File: config.mk
export PLATFORM = sky130hd
export DESIGN_NAME = can_status_interrupt_regs
export DESIGN_NICKNAME = d
export VERILOG_FILES = /design/src/verilog/can_status_pkg.sv /design/src/verilog/can_init_timer.sv /design/src/verilog/can_status_interrupt_regs.sv
export VERILOG_INCLUDE_DIRS = /design/src /design/src/verilog
export SDC_FILE = /design/constraint.sdc
export NUM_CORES = 1
export LEC_CHECK = 0
export ABC_CLOCK_PERIOD_IN_PS = 2900
export BUFFER_PORTS_ARGS = -buffer_cell sky130_fd_sc_hd__buf_2
export CAP_MARGIN = 0
export CORE_ASPECT_RATIO = 0.7
export CORE_MARGIN = 2
export CORE_UTILIZATION = 40
export CTS_CLUSTER_DIAMETER = 40
export DETAILED_ROUTE_END_ITERATION = 7
export PLACE_DENSITY_LB_ADDON = 0.12
export SKIP_CTS_REPAIR_TIMING = 1
export SYNTH_ARGS = -nofsm -noshare
export SYNTH_HDL_FRONTEND = slang
export SYNTH_HIERARCHICAL = 1
export SYNTH_SLANG_ARGS = --single-unit
File: constraint.sdc
create_clock -name sys_clk -period 2.9 [get_ports sys_clk]
set_input_delay 0.145 -clock sys_clk [delete_from_list [all_inputs] [get_ports sys_clk]]
set_output_delay 0.145 -clock sys_clk [all_outputs]
set_load 0.01 [all_outputs]
File: src/verilog/can_status_cfg.svh
/*
  Register offsets, field positions, reset values and timing counts of the
  CAN status and interrupt block. Assumes inclusion by bare name.
*/
`ifndef CAN_STATUS_CFG_SVH
`define CAN_STATUS_CFG_SVH

`define OFS_CLEAR_STATUS      8'h6C
`define OFS_CTRL_STATUS       8'h70
`define OFS_IRQ_ENABLE        8'h74
`define OFS_IRQ_DISABLE       8'h78
`define OFS_IRQ_MASK          8'h7C
`define OFS_CHANNEL_IRQ_CLEAR 8'h80
`define OFS_EVENT_STATUS      8'h94
`define OFS_EVENT_CLEAR       8'h98
`define OFS_EVENT_ENABLE      8'h9C

`define BIT_ENABLED     0
`define BIT_INIT_PROG   1
`define BIT_INIT_DONE   2
`define BIT_ERR_PASSIVE 3
`define BIT_BUS_OFF     4
`define BIT_ABORT       5
`define BIT_OVERLOAD    6
`define BIT_CHAN_SUM    7
`define LSB_RX_ERR      16
`define LSB_TX_ERR      24

`define INIT_CYCLES_PER_CHANNEL 8
`define RESET_EVENT_ENABLE      3'h0
`define RESET_MASK              3'h0

`endif

File: src/verilog/can_status_pkg.sv
/*
  Types of the CAN status and interrupt block.
  Assumes nothing of its surroundings.
*/
package can_status_pkg;
  typedef enum logic [1:0] {
    INIT_RUN  = 2'b01,
    INIT_IDLE = 2'b10
  } init_state_t;
endpackage
File: src/verilog/can_init_timer.sv
/*
  Initialization timer: holds busy after reset for a fixed cycle count,
  then pulses done once.
  Assumes a synchronous active-low reset on sys_clk.
*/
`timescale 1ns/100ps
`default_nettype none
`include "can_status_cfg.svh"

module can_init_timer #(
  parameter int CYCLES = 256
) (
  input  wire logic sys_clk,
  input  wire logic rstn,
  output logic      busy,
  output logic      donePulse
);
  localparam int CW = $clog2(CYCLES + 1);

  typedef struct packed {
    can_status_pkg::init_state_t st;
    logic [CW-1:0]               cnt;
    logic                        done;
  } timer_state_t;

  timer_state_t state_q;
  timer_state_t state_d;

  initial begin
    if (CYCLES < 1) begin
      $error("can_init_timer: CYCLES must be at least 1");
    end
  end

  always_comb begin
    state_d = state_q;
    state_d.done = 1'b0;
    unique case (state_q.st)
      can_status_pkg::INIT_RUN: begin
        if (state_q.cnt == CW'(CYCLES - 1)) begin
          state_d.st = can_status_pkg::INIT_IDLE;
          state_d.done = 1'b1;
        end else begin
          state_d.cnt = state_q.cnt + CW'(1);
        end
      end
      can_status_pkg::INIT_IDLE: begin
        state_d.cnt = state_q.cnt;
      end
      default: begin
        state_d.st = can_status_pkg::INIT_IDLE;
      end
    endcase
  end

  always_ff @(posedge sys_clk) begin
    if (!rstn) begin
      state_q.st <= can_status_pkg::INIT_RUN;
      state_q.cnt <= '0;
      state_q.done <= 1'b0;
    end else begin
      state_q <= state_d;
    end
  end

  assign busy      = (state_q.st == can_status_pkg::INIT_RUN);
  assign donePulse = state_q.done;
endmodule
`default_nettype wire

File: src/verilog/can_status_interrupt_regs.sv
/*
  Status and interrupt-control registers of a CAN controller, a classic
  Wishbone slave with 32-bit data. Assumes the protocol engine on sys_clk
  drives its state levels, error counters and per-channel interrupt pulses.
*/
// The implementer's own choice: the Wishbone slave port.
`timescale 1ns/100ps
`default_nettype none
`include "can_status_cfg.svh"

module can_status_interrupt_regs #(
  parameter int CHANNELS = 32
) (
  input  wire logic                sys_clk,
  input  wire logic                rstn,
  input  wire logic                wb_cyc_i,
  input  wire logic                wb_stb_i,
  input  wire logic                wb_we_i,
  input  wire logic [7:0]          wb_adr_i,
  input  wire logic [3:0]          wb_sel_i,
  input  wire logic [31:0]         wb_dat_i,
  output logic      [31:0]         wb_dat_o,
  output logic                     wb_ack_o,
  input  wire logic                ctrlEnabled,
  input  wire logic                errPassive,
  input  wire logic                bus_off_flag,
  input  wire logic                abortReq,
  input  wire logic                overloadReq,
  input  wire logic [7:0]          rxErrCount,
  input  wire logic [7:0]          txErrCount,
  input  wire logic [CHANNELS-1:0] channelIrqSet,
  input  wire logic [CHANNELS-1:0] channelEnable,
  input  wire logic                channelWrReq,
  output logic                     channelWrAllow,
  output logic [CHANNELS-1:0]      channelActive,
  output logic [CHANNELS-1:0]      channelIrqPending,
  output logic                     initInProgress,
  output logic                     irq
);
  localparam int INIT_CYCLES = `INIT_CYCLES_PER_CHANNEL * CHANNELS;

  typedef struct packed {
    logic                ack;
    logic [31:0]         rdata;
    logic                initDone;
    logic                errPassiveFlag;
    logic                busOffFlag;
    logic                errPassivePrev;
    logic                busOffPrev;
    logic [2:0]          mask;
    logic [CHANNELS-1:0] chanPending;
    logic [2:0]          evStatus;
    logic [2:0]          evEnable;
  } regs_state_t;

  regs_state_t state_q;
  regs_state_t state_d;
  logic        initBusy;
  logic        initDonePulse;
  logic        wrStrobe;
  logic        rdStrobe;
  logic [31:0] wdata;
  logic [31:0] statusWord;
  logic [31:0] chanClearBits;
  logic [2:0]  evSet;
  logic [2:0]  flagMask;
  logic [CHANNELS-1:0] chanNext;

  initial begin
    if (CHANNELS < 1 || CHANNELS > 32) begin
      $error("can_status_interrupt_regs: CHANNELS must be 1 to 32");
    end
  end

  can_init_timer #(
    .CYCLES (INIT_CYCLES)
  ) u_init_timer (
    .sys_clk   (sys_clk),
    .rstn      (rstn),
    .busy      (initBusy),
    .donePulse (initDonePulse)
  );

  // Byte lanes not selected read as zero in the write data.
  always_comb begin
    for (int b = 0; b < 4; b++) begin
      wdata[b*8 +: 8] = wb_sel_i[b] ? wb_dat_i[b*8 +: 8] : 8'h00;
    end
  end

  // A request is answered one cycle after it is seen; the ack cycle masks
  // the still-held request so that each access acts exactly once.
  assign wrStrobe = wb_cyc_i && wb_stb_i && wb_we_i && !state_q.ack;
  assign rdStrobe = wb_cyc_i && wb_stb_i && !wb_we_i && !state_q.ack;

  always_comb begin
    statusWord = 32'h0000_0000;
    statusWord[`BIT_ENABLED]     = ctrlEnabled;
    statusWord[`BIT_INIT_PROG]   = initBusy;
    statusWord[`BIT_INIT_DONE]   = state_q.initDone;
    statusWord[`BIT_ERR_PASSIVE] = state_q.errPassiveFlag;
    statusWord[`BIT_BUS_OFF]     = state_q.busOffFlag;
    statusWord[`BIT_ABORT]       = abortReq;
    statusWord[`BIT_OVERLOAD]    = overloadReq;
    statusWord[`BIT_CHAN_SUM]    = |state_q.chanPending;
    statusWord[`LSB_RX_ERR +: 8] = rxErrCount;
    statusWord[`LSB_TX_ERR +: 8] = txErrCount;
  end

  assign chanClearBits = (wrStrobe && wb_adr_i == `OFS_CHANNEL_IRQ_CLEAR) ? wdata : 32'h0;

  always_comb begin
    state_d = state_q;
    state_d.ack = wb_cyc_i && wb_stb_i && !state_q.ack;
    state_d.errPassivePrev = errPassive;
    state_d.busOffPrev = bus_off_flag;
    state_d.chanPending = chanNext;
    if (wrStrobe && wb_adr_i == `OFS_CLEAR_STATUS && wdata[`BIT_INIT_DONE]) begin
      state_d.initDone = 1'b0;
    end
    if (wrStrobe && wb_adr_i == `OFS_IRQ_ENABLE) begin
      state_d.mask = state_q.mask | wdata[`BIT_BUS_OFF:`BIT_INIT_DONE];
    end
    if (wrStrobe && wb_adr_i == `OFS_IRQ_DISABLE) begin
      state_d.mask = state_q.mask & ~wdata[`BIT_BUS_OFF:`BIT_INIT_DONE];
    end
    if (wrStrobe && wb_adr_i == `OFS_EVENT_ENABLE) begin
      state_d.evEnable = wdata[2:0];
    end
    if (wrStrobe && wb_adr_i == `OFS_EVENT_CLEAR) begin
      state_d.evStatus = state_q.evStatus & ~wdata[2:0];
    end
    // Hardware sets win over software clears in the same cycle.
    if (initDonePulse) begin
      state_d.initDone = 1'b1;
    end
    if (errPassive && !state_q.errPassivePrev) begin
      state_d.errPassiveFlag = 1'b1;
    end
    if (bus_off_flag && !state_q.busOffPrev) begin
      state_d.busOffFlag = 1'b1;
    end
    state_d.evStatus = state_d.evStatus | evSet;
    state_d.rdata = 32'h0000_0000;
    if (rdStrobe) begin
      unique case (wb_adr_i)
        `OFS_CTRL_STATUS: state_d.rdata = statusWord;
        `OFS_IRQ_MASK: state_d.rdata = {27'h0, state_q.mask, 2'h0};
        `OFS_EVENT_STATUS: state_d.rdata = {29'h0, state_q.evStatus};
        `OFS_EVENT_ENABLE: state_d.rdata = {29'h0, state_q.evEnable};
        default: state_d.rdata = 32'h0000_0000;
      endcase
      if (wb_adr_i == `OFS_CTRL_STATUS) begin
        // Reading status consumes the transition flags of the engine events.
        state_d.errPassiveFlag = errPassive && !state_q.errPassivePrev;
        state_d.busOffFlag = bus_off_flag && !state_q.busOffPrev;
      end
    end
  end

  // Per-channel pending flags: set beats clear.
  genvar ch;
  generate
    for (ch = 0; ch < CHANNELS; ch++) begin : g_chan
      assign chanNext[ch] = channelIrqSet[ch]
                            || (state_q.chanPending[ch] && !chanClearBits[ch]);
      assign channelActive[ch] = channelEnable[ch] && !abortReq;
    end
  endgenerate

  // Event status only records the three documented interrupt sources.
  assign evSet = {bus_off_flag && !state_q.busOffPrev,
                  errPassive && !state_q.errPassivePrev,
                  initDonePulse};

  always_ff @(posedge sys_clk) begin
    if (!rstn) begin
      state_q.ack <= 1'b0;
      state_q.rdata <= 32'h0000_0000;
      state_q.initDone <= 1'b0;
      state_q.errPassiveFlag <= 1'b0;
      state_q.busOffFlag <= 1'b0;
      state_q.errPassivePrev <= 1'b0;
      state_q.busOffPrev <= 1'b0;
      state_q.mask <= `RESET_MASK;
      state_q.chanPending <= '0;
      state_q.evStatus <= 3'h0;
      state_q.evEnable <= `RESET_EVENT_ENABLE;
    end else begin
      state_q <= state_d;
    end
  end

  assign flagMask = {state_q.busOffFlag, state_q.errPassiveFlag, state_q.initDone};
  assign irq = |(flagMask & state_q.mask) || |state_q.chanPending
               || |(state_q.evStatus & state_q.evEnable);
  assign channelIrqPending = state_q.chanPending;
  assign wb_ack_o = state_q.ack;
  assign wb_dat_o = state_q.rdata;
  assign initInProgress = initBusy;
  assign channelWrAllow = channelWrReq && !initBusy;
  // The abort only gates channel enables; the engine finishes its frame.
endmodule
`default_nettype wire

==> out/results.txt, run 1 <==
Final period util: 74.66%
ranking of synthesized cells by area: dfxtp_1 42%, buf_4 12%, nor2b_1 5.3%, o21ai_0 4.8%, a31oi_1 3.9%
Detail Route Antenna Nets: 0
Pint: 2.190 mW
status: complete, but fails checks
cell accounting for the most synthesized area: dfxtp_1
Post-Syn Area per Cell: 8.629 um2
share of cells above drive strength 1: 39.51%
grt ovf: 0
max-slew violations: 0
Worst Clk Skew: 3.864 ps
fmax: 0.4619 GHz
drt first-iter violations: 208
worst skew pair latency: 330 ps
largest net degree at the start of global routing: 50
IO Count: 235
VDD IR-drop max: 0.3164 mV
PwrDens: 529.7 mW/mm2
data required time of the worst path: 2760 ps
Max Fanout on Critical Path: 3
synth warn: 6
Initial Util: 41.18%
library cells used by synthesis: 48
nets: 791
Crit Path Class: flop to output pin
Post-synth EDFFs: 0
worst slew pin tran: 512.4 ps
CTS tree: done
row count: 30
Die Span X: 123.6 um
CP Data Arrival Time: 2020 ps
hpwl dp: 8.511 mm
DRT Pass-1 Iters: 5
Fin. Hold Viols: 2
Lkg Pwr: 2.570 nW
CP most frequent cell: nand4_1
switching pwr: 636.7 uW
final setup violation count: 0
clock tree buffer depth: 2
Post-synth ARST share: 0%
HP Start: wb_dat_i[16]
WP buf/inv: 1
RSZ-0062 raised after global routing: false
Design Area, Final: 0.005336 mm2
reg-to-reg critical path startpoint: u_init_timer/state_q[1]
die area: 0.01084 mm2
cell count after synthesis: 464
CORE AREA: 0.009722 mm2
startpoint types: flop
clock network fraction of total power: 44.9%
Wirelength per Cell: 14.08 um
DRC viols: 0
Reg clk slew, reported paths: 60 ps
GPL Wtd Cong: 0.8537
vias in the first global route: 3357
TritonCTS Buffers: 9
beginning of the critical path: channelIrqPending[1]
Layout area overhead: 33.28%
Crit. End Element: output pin
Die H: 87.71 um
crit path cell chain: nor4_1, nand4_1, nor2_1, nand4_1, buf_2
min Tclk post-route: 2165 ps
first-pass GRT wire length: 15.84 mm
hold_ws: -9.069 ps
Vias: 3814
DR vias/cell: 4.852
Root Buffer: clkbuf_16
top_reg_cell synth: dfxtp_1
combinational power share: 12.1%
initial antenna violation count: 0
failing checks: hold timing
switching power share of the total: 22.52%
Area after DPL: 0.004775 mm2
Total GRT Usage: 18.99%
post-synth top area share: 41.50%
Sequential Power Share: 43.0%
register area share after synthesis: 41.50%
WL final: 11.06 mm
MaxCap Viol Count: 0
cell family with the largest share of critical-path delay: simple AND/OR/NAND/NOR gates
setup_tns: 0 ps
IO Port Bufs: 226
register bit total from synthesis: 83
slowest stage delay, CP: 500 ps
Slew HR: 65.37%
CTS Sinks: 83
slowest stage cell, crit path: nor4_1
H-tree levels: 3
ANT cells: 0
Cell Area, Synth: 0.004004 mm2
Hold Path Class: primary input to flop
-- cells in the final DEF (no fill, tap or decap), types with 2 or more instances in the layout --
master,netlist,routed
buf_2,2,226
dfxtp_1,83,83
o21ai_0,38,38
nor2b_1,34,34
inv_1,28,28
nor2_1,26,26
a31oi_1,25,25
dlygate4sd3_1,0,23
and2_1,22,22
nand2_1,17,17
a21oi_1,17,17
nor4_1,10,10
clkbuf_16,0,9
nand4_1,8,8
a22oi_1,8,8
conb_1,1,8
nand3_1,7,7
a21boi_0,7,7
o31ai_1,5,5
or2_2,4,4
buf_4,64,4
nand4b_1,3,3
nor4bb_1,3,3
o221a_2,3,3
bufinv_16,0,3
or4_1,3,3
and2_4,2,2
nand2b_1,2,2
and4b_1,2,2
nor3_1,2,2
xor2_1,2,2
mux2i_1,2,2
or3_1,2,2
ha_1,2,2
-- final timing paths --
check | to | slack [ps] | cells past startpoint
worst max-delay path | irq | 730 | 5
worst min register to register | u_init_timer/state_q[9] | 470 | 2
worst min-delay path | channelIrqPending[16] | -9 | 2
worst max register to register | u_init_timer/state_q[7] | 780 | 7
-- cell usage after synthesis, types with 3 or more instances --
library cell and instances:
dfxtp_1 83, buf_4 64, o21ai_0 38, nor2b_1 34, inv_1 28, nor2_1 26
a31oi_1 25, and2_1 22, a21oi_1 17, nand2_1 17, clkbuf_1 11, nor4_1 10
a22oi_1 8, nand4_1 8, a21boi_0 7, nand3_1 7, o31ai_1 5, buf_6 4
or2_2 4, nand4b_1 3, nor4bb_1 3, o221a_2 3, or4_1 3
-- metrics by stage --
stage / setup slack (ps) / util (%) / power [mW] / hold WS (ps) / std cells
after floorplan: 996.8 / - / 1.422 / 245.8 / 471
after global placement: 867.9 / 49.11 / 1.550 / 330.5 / 748
after detailed placement: 787.2 / 49.11 / 1.556 / 332.3 / 748
after CTS: 692.5 / 52.52 / 2.834 / -27.49 / 763
after global routing: 653.2 / 54.89 / 2.948 / 0.3111 / 786
final: 734.9 / 54.89 / 2.827 / -9.069 / 786
-- power by group through the flow --
stage / registers (mW) / clock network [mW] / logic (mW)
after detailed placement: 1.24 / 0 / 0.317
after floorplan: 1.23 / 0 / 0.192
final: 1.21 / 1.27 / 0.342
after global routing: 1.22 / 1.35 / 0.377
after CTS: 1.21 / 1.30 / 0.319
after global placement: 1.24 / 0 / 0.313
-- kinds of logic (layout without fill, tap and decap cells) --
| kind of cell | count (synthesis) | in the layout | synth area share, % |
|---|---|---|---|
| multiplexers | 2 | 2 | 0.5000 |
| other | 1 | 8 | 0.09366 |
| AO/OA/AOI/OAI | 105 | 105 | 15.81 |
| adder cells (fa/ha/maj) | 2 | 2 | 0.6249 |
| AND/OR/NAND/NOR | 158 | 158 | 23.69 |
| flip-flops | 83 | 83 | 41.50 |
| buffers and inverters | 110 | 297 | 17.12 |
| XOR/XNOR | 3 | 3 | 0.6564 |
-- cell type report --
| class | instances | area, um2 |
|---|---|---|
| fillers | 874 | 4385 |
| multi-input cells | 278 | 1683 |
| flip-flops and latches | 83 | 1662 |
| repair buffers | 253 | 1391 |
| clock buffers | 10 | 229.0 |
| well taps | 128 | 160.2 |
| inverters | 29 | 108.9 |
| clock inverters | 5 | 102.6 |
-- registers in the layout, summed over array words and instances, names as in the netlist, named ones only --
| name | flops |
|---|---|
| wb_dat_o | 24 |
| u_init_timer/state_q | 11 |
| u_init_timer/donePulse | 1 |
| wb_ack_o | 1 |
| state_q | 8 |
| channelIrqPending | 32 |
| flagMask | 3 |
-- per-layer routing --
metal,global-route usage (%),up-vias,routed length (um),part of all wire [%]
met5,0,-,0,0
li1,-,1912,-,-
met3,5.339,16,765,6.9
met4,7.128,0,206,1.9
met2,32.97,164,5532,50
met1,22.47,1722,4558,41
No activity file was read; power rests on OpenSTA's default activity.
==> run 2, diff against run 1 <==
ABC_CLOCK_PERIOD_IN_PS = 2100   (was 2900)
clock period = 2.1 ns   (was 2.9 ns; I/O delays follow)
==> out/results.txt, run 2 (same netlist as run 1, synthesis figures left out) <==
startpoint types: flop
switching power share of the total: 22.71% (+0.19 points)
Slew HR: 66.58% (+1.2 points)
CP most frequent cell: ha_2
Layout area overhead: 39.69%
H-tree levels: 3 (unchanged)
Detail Route Antenna Nets: 0 (unchanged)
Post-Place Setup Slack: 21.21 ps (-766.0 ps)
max reg flops: 32 (unchanged)
Sequential Power Share: 42.3% (-0.7 points)
Crit Path Class: flop to flop
min Tclk post-route: 2021 ps
worst slew pin tran: 501.3 ps (-11.11 ps)
combinational power share: 12.7% (+0.6 points)
die area: 0.01084 mm2 (unchanged)
initial antenna violation count: 0 (unchanged)
most frequent cells in the layout: 226 x buf_2, 83 x dfxtp_1, 42 x dlygate4sd3_1, 38 x o21ai_0, 34 x nor2b_1
WL final: 11.23 mm (+1.5%)
CTS Sinks: 83 (unchanged)
CORE AREA: 0.009722 mm2 (unchanged)
Pint: 3.065 mW (+40%)
TritonCTS Buffers: 9 (unchanged)
Design Area, Final: 0.005593 mm2 (+4.8%)
DRT Pass-1 Iters: 4 (-1)
most common cell after layout, fill and taps aside: buf_2
row count: 30 (unchanged)
grt ovf: 0 (unchanged)
slowest stage delay, CP: 510 ps (about the same)
clock network fraction of total power: 44.9% (about the same)
Die Span X: 123.6 um (unchanged)
GPL Wtd Cong: 0.8447 (-1.1%)
Power, Total: 3.966 mW (+40%)
VDD IR-drop max: 0.4222 mV (+33%)
fmax: 0.4949 GHz
DR vias/cell: 4.881 (+0.58%)
MaxCap Viol Count: 0 (unchanged)
data required time of the worst path: 2360 ps (-400 ps)
Initial Util: 41.18% (unchanged)
switching pwr: 900.9 uW (+42%)
Wirelength per Cell: 13.83 um (-1.7%)
final setup violation count: 0 (unchanged)
CTS tree: done
max-slew violations: 0 (unchanged)
DRC viols: 0 (unchanged)
hold_ws: 17.45 ps (+26.52 ps)
Area after DPL: 0.004805 mm2 (+0.63%)
PwrDens: 709.2 mW/mm2 (+34%)
CP Data Arrival Time: 2280 ps (+260 ps)
Total GRT Usage: 18.63% (-0.36 points)
first-pass GRT wire length: 15.69 mm (-0.92%)
slowest stage cell, crit path: or4_1
Fin. Hold Viols: 0 (-2)
setup ws final: 79.47 ps (-655.4 ps)
ANT cells: 0 (unchanged)
Max Fanout on Critical Path: 6 (+3)
Vias: 3963 (+3.9%)
Final period util: 96.22%
status: finished, final reports clean
Lkg Pwr: 2.687 nW (+4.5%)
Hold Path Class: primary input to flop
crit path cell chain: ha_2, nand3_1, nor2_1, ha_2, or3b_4, or4_1, a21oi_1
drt first-iter violations: 197 (-5.3%)
Worst Clk Skew: 5.193 ps (+1.329 ps)
worst skew pair latency: 330 ps (about the same)
Root Buffer: clkbuf_16
largest net degree at the start of global routing: 34 (-32%)
hpwl dp: 8.496 mm (-0.18%)
nets: 816 (+3.2%)
IO Port Bufs: 226 (unchanged)
Reg clk slew, reported paths: 60 ps (about the same)
clock tree buffer depth: 2 (unchanged)
vias in the first global route: 3374 (+0.51%)
Die H: 87.71 um (unchanged)
IO Count: 235 (unchanged)
Crit. End Element: flop
setup_tns: 0 ps (unchanged)
share of cells above drive strength 1: 39.62% (+0.11 points)
==> run 2: cell count changes in the layout (fill, tap and decap cells not counted), sizes merged <==
cell	change
dlygate4sd3	+19
buf	+5
clkbuf	+1
clkinv	+1
clkinvlp	-1
inv	+1
==> run 2: routing by layer <==
layer	routed length [um]	up-vias	global-route usage, %
met2	5788	167	33.67
met3	886	8	4.688
met5	0	-	0
met1	4443	1828	21.86
li1	-	1960	-
met4	112	0	5.579
==> run 2: critical path: cells and delay by family (launching register included) <==
kind | cells | cell delay, ps
fa+ha+maj | 2 | 400
flops | 1 | 340
compound gates | 1 | 150
simple gates | 4 | 1070
==> run 2: worst paths after layout <==
check,start,to,slack (ps),cells after the start
worst max-delay path,u_init_timer/state_q[1],u_init_timer/state_q[7],80,7
worst min-delay path,bus_off_flag,state_q[41],20,2
worst max register to register,u_init_timer/state_q[1],u_init_timer/state_q[7],80,7
worst min register to register,u_init_timer/state_q[9],u_init_timer/state_q[9],460,2
==> run 2: final cells by class <==
| class | count | area, um2 |
|---|---|---|
| Fill cell | 885 | 4129 |
| Multi-Input combinational cell | 278 | 1697 |
| Sequential cell | 83 | 1662 |
| Timing Repair Buffer | 278 | 1624 |
| Clock buffer | 10 | 229.0 |
| Tap cell | 128 | 160.2 |
| Clock inverter | 6 | 112.6 |
| Inverter | 29 | 108.9 |
==> run 2: per-stage QoR <==
stage          util (%)  cells
6_report          57.53    812
3_5_place_dp      49.42    752
2_1_floorplan         -    471
4_1_cts           52.93    768
3_3_place_gp      49.42    752
5_1_grt           57.53    812
==> run 2: power by group through the flow <==
stage               combinational, mW  sequential (mW)  clock, mW
floorplan                       0.265             1.70          0
global placement                0.437             1.71          0
detailed placement              0.442             1.71          0
CTS                             0.445             1.68       1.82
global route                    0.558             1.68       1.88
finish                          0.505             1.68       1.78
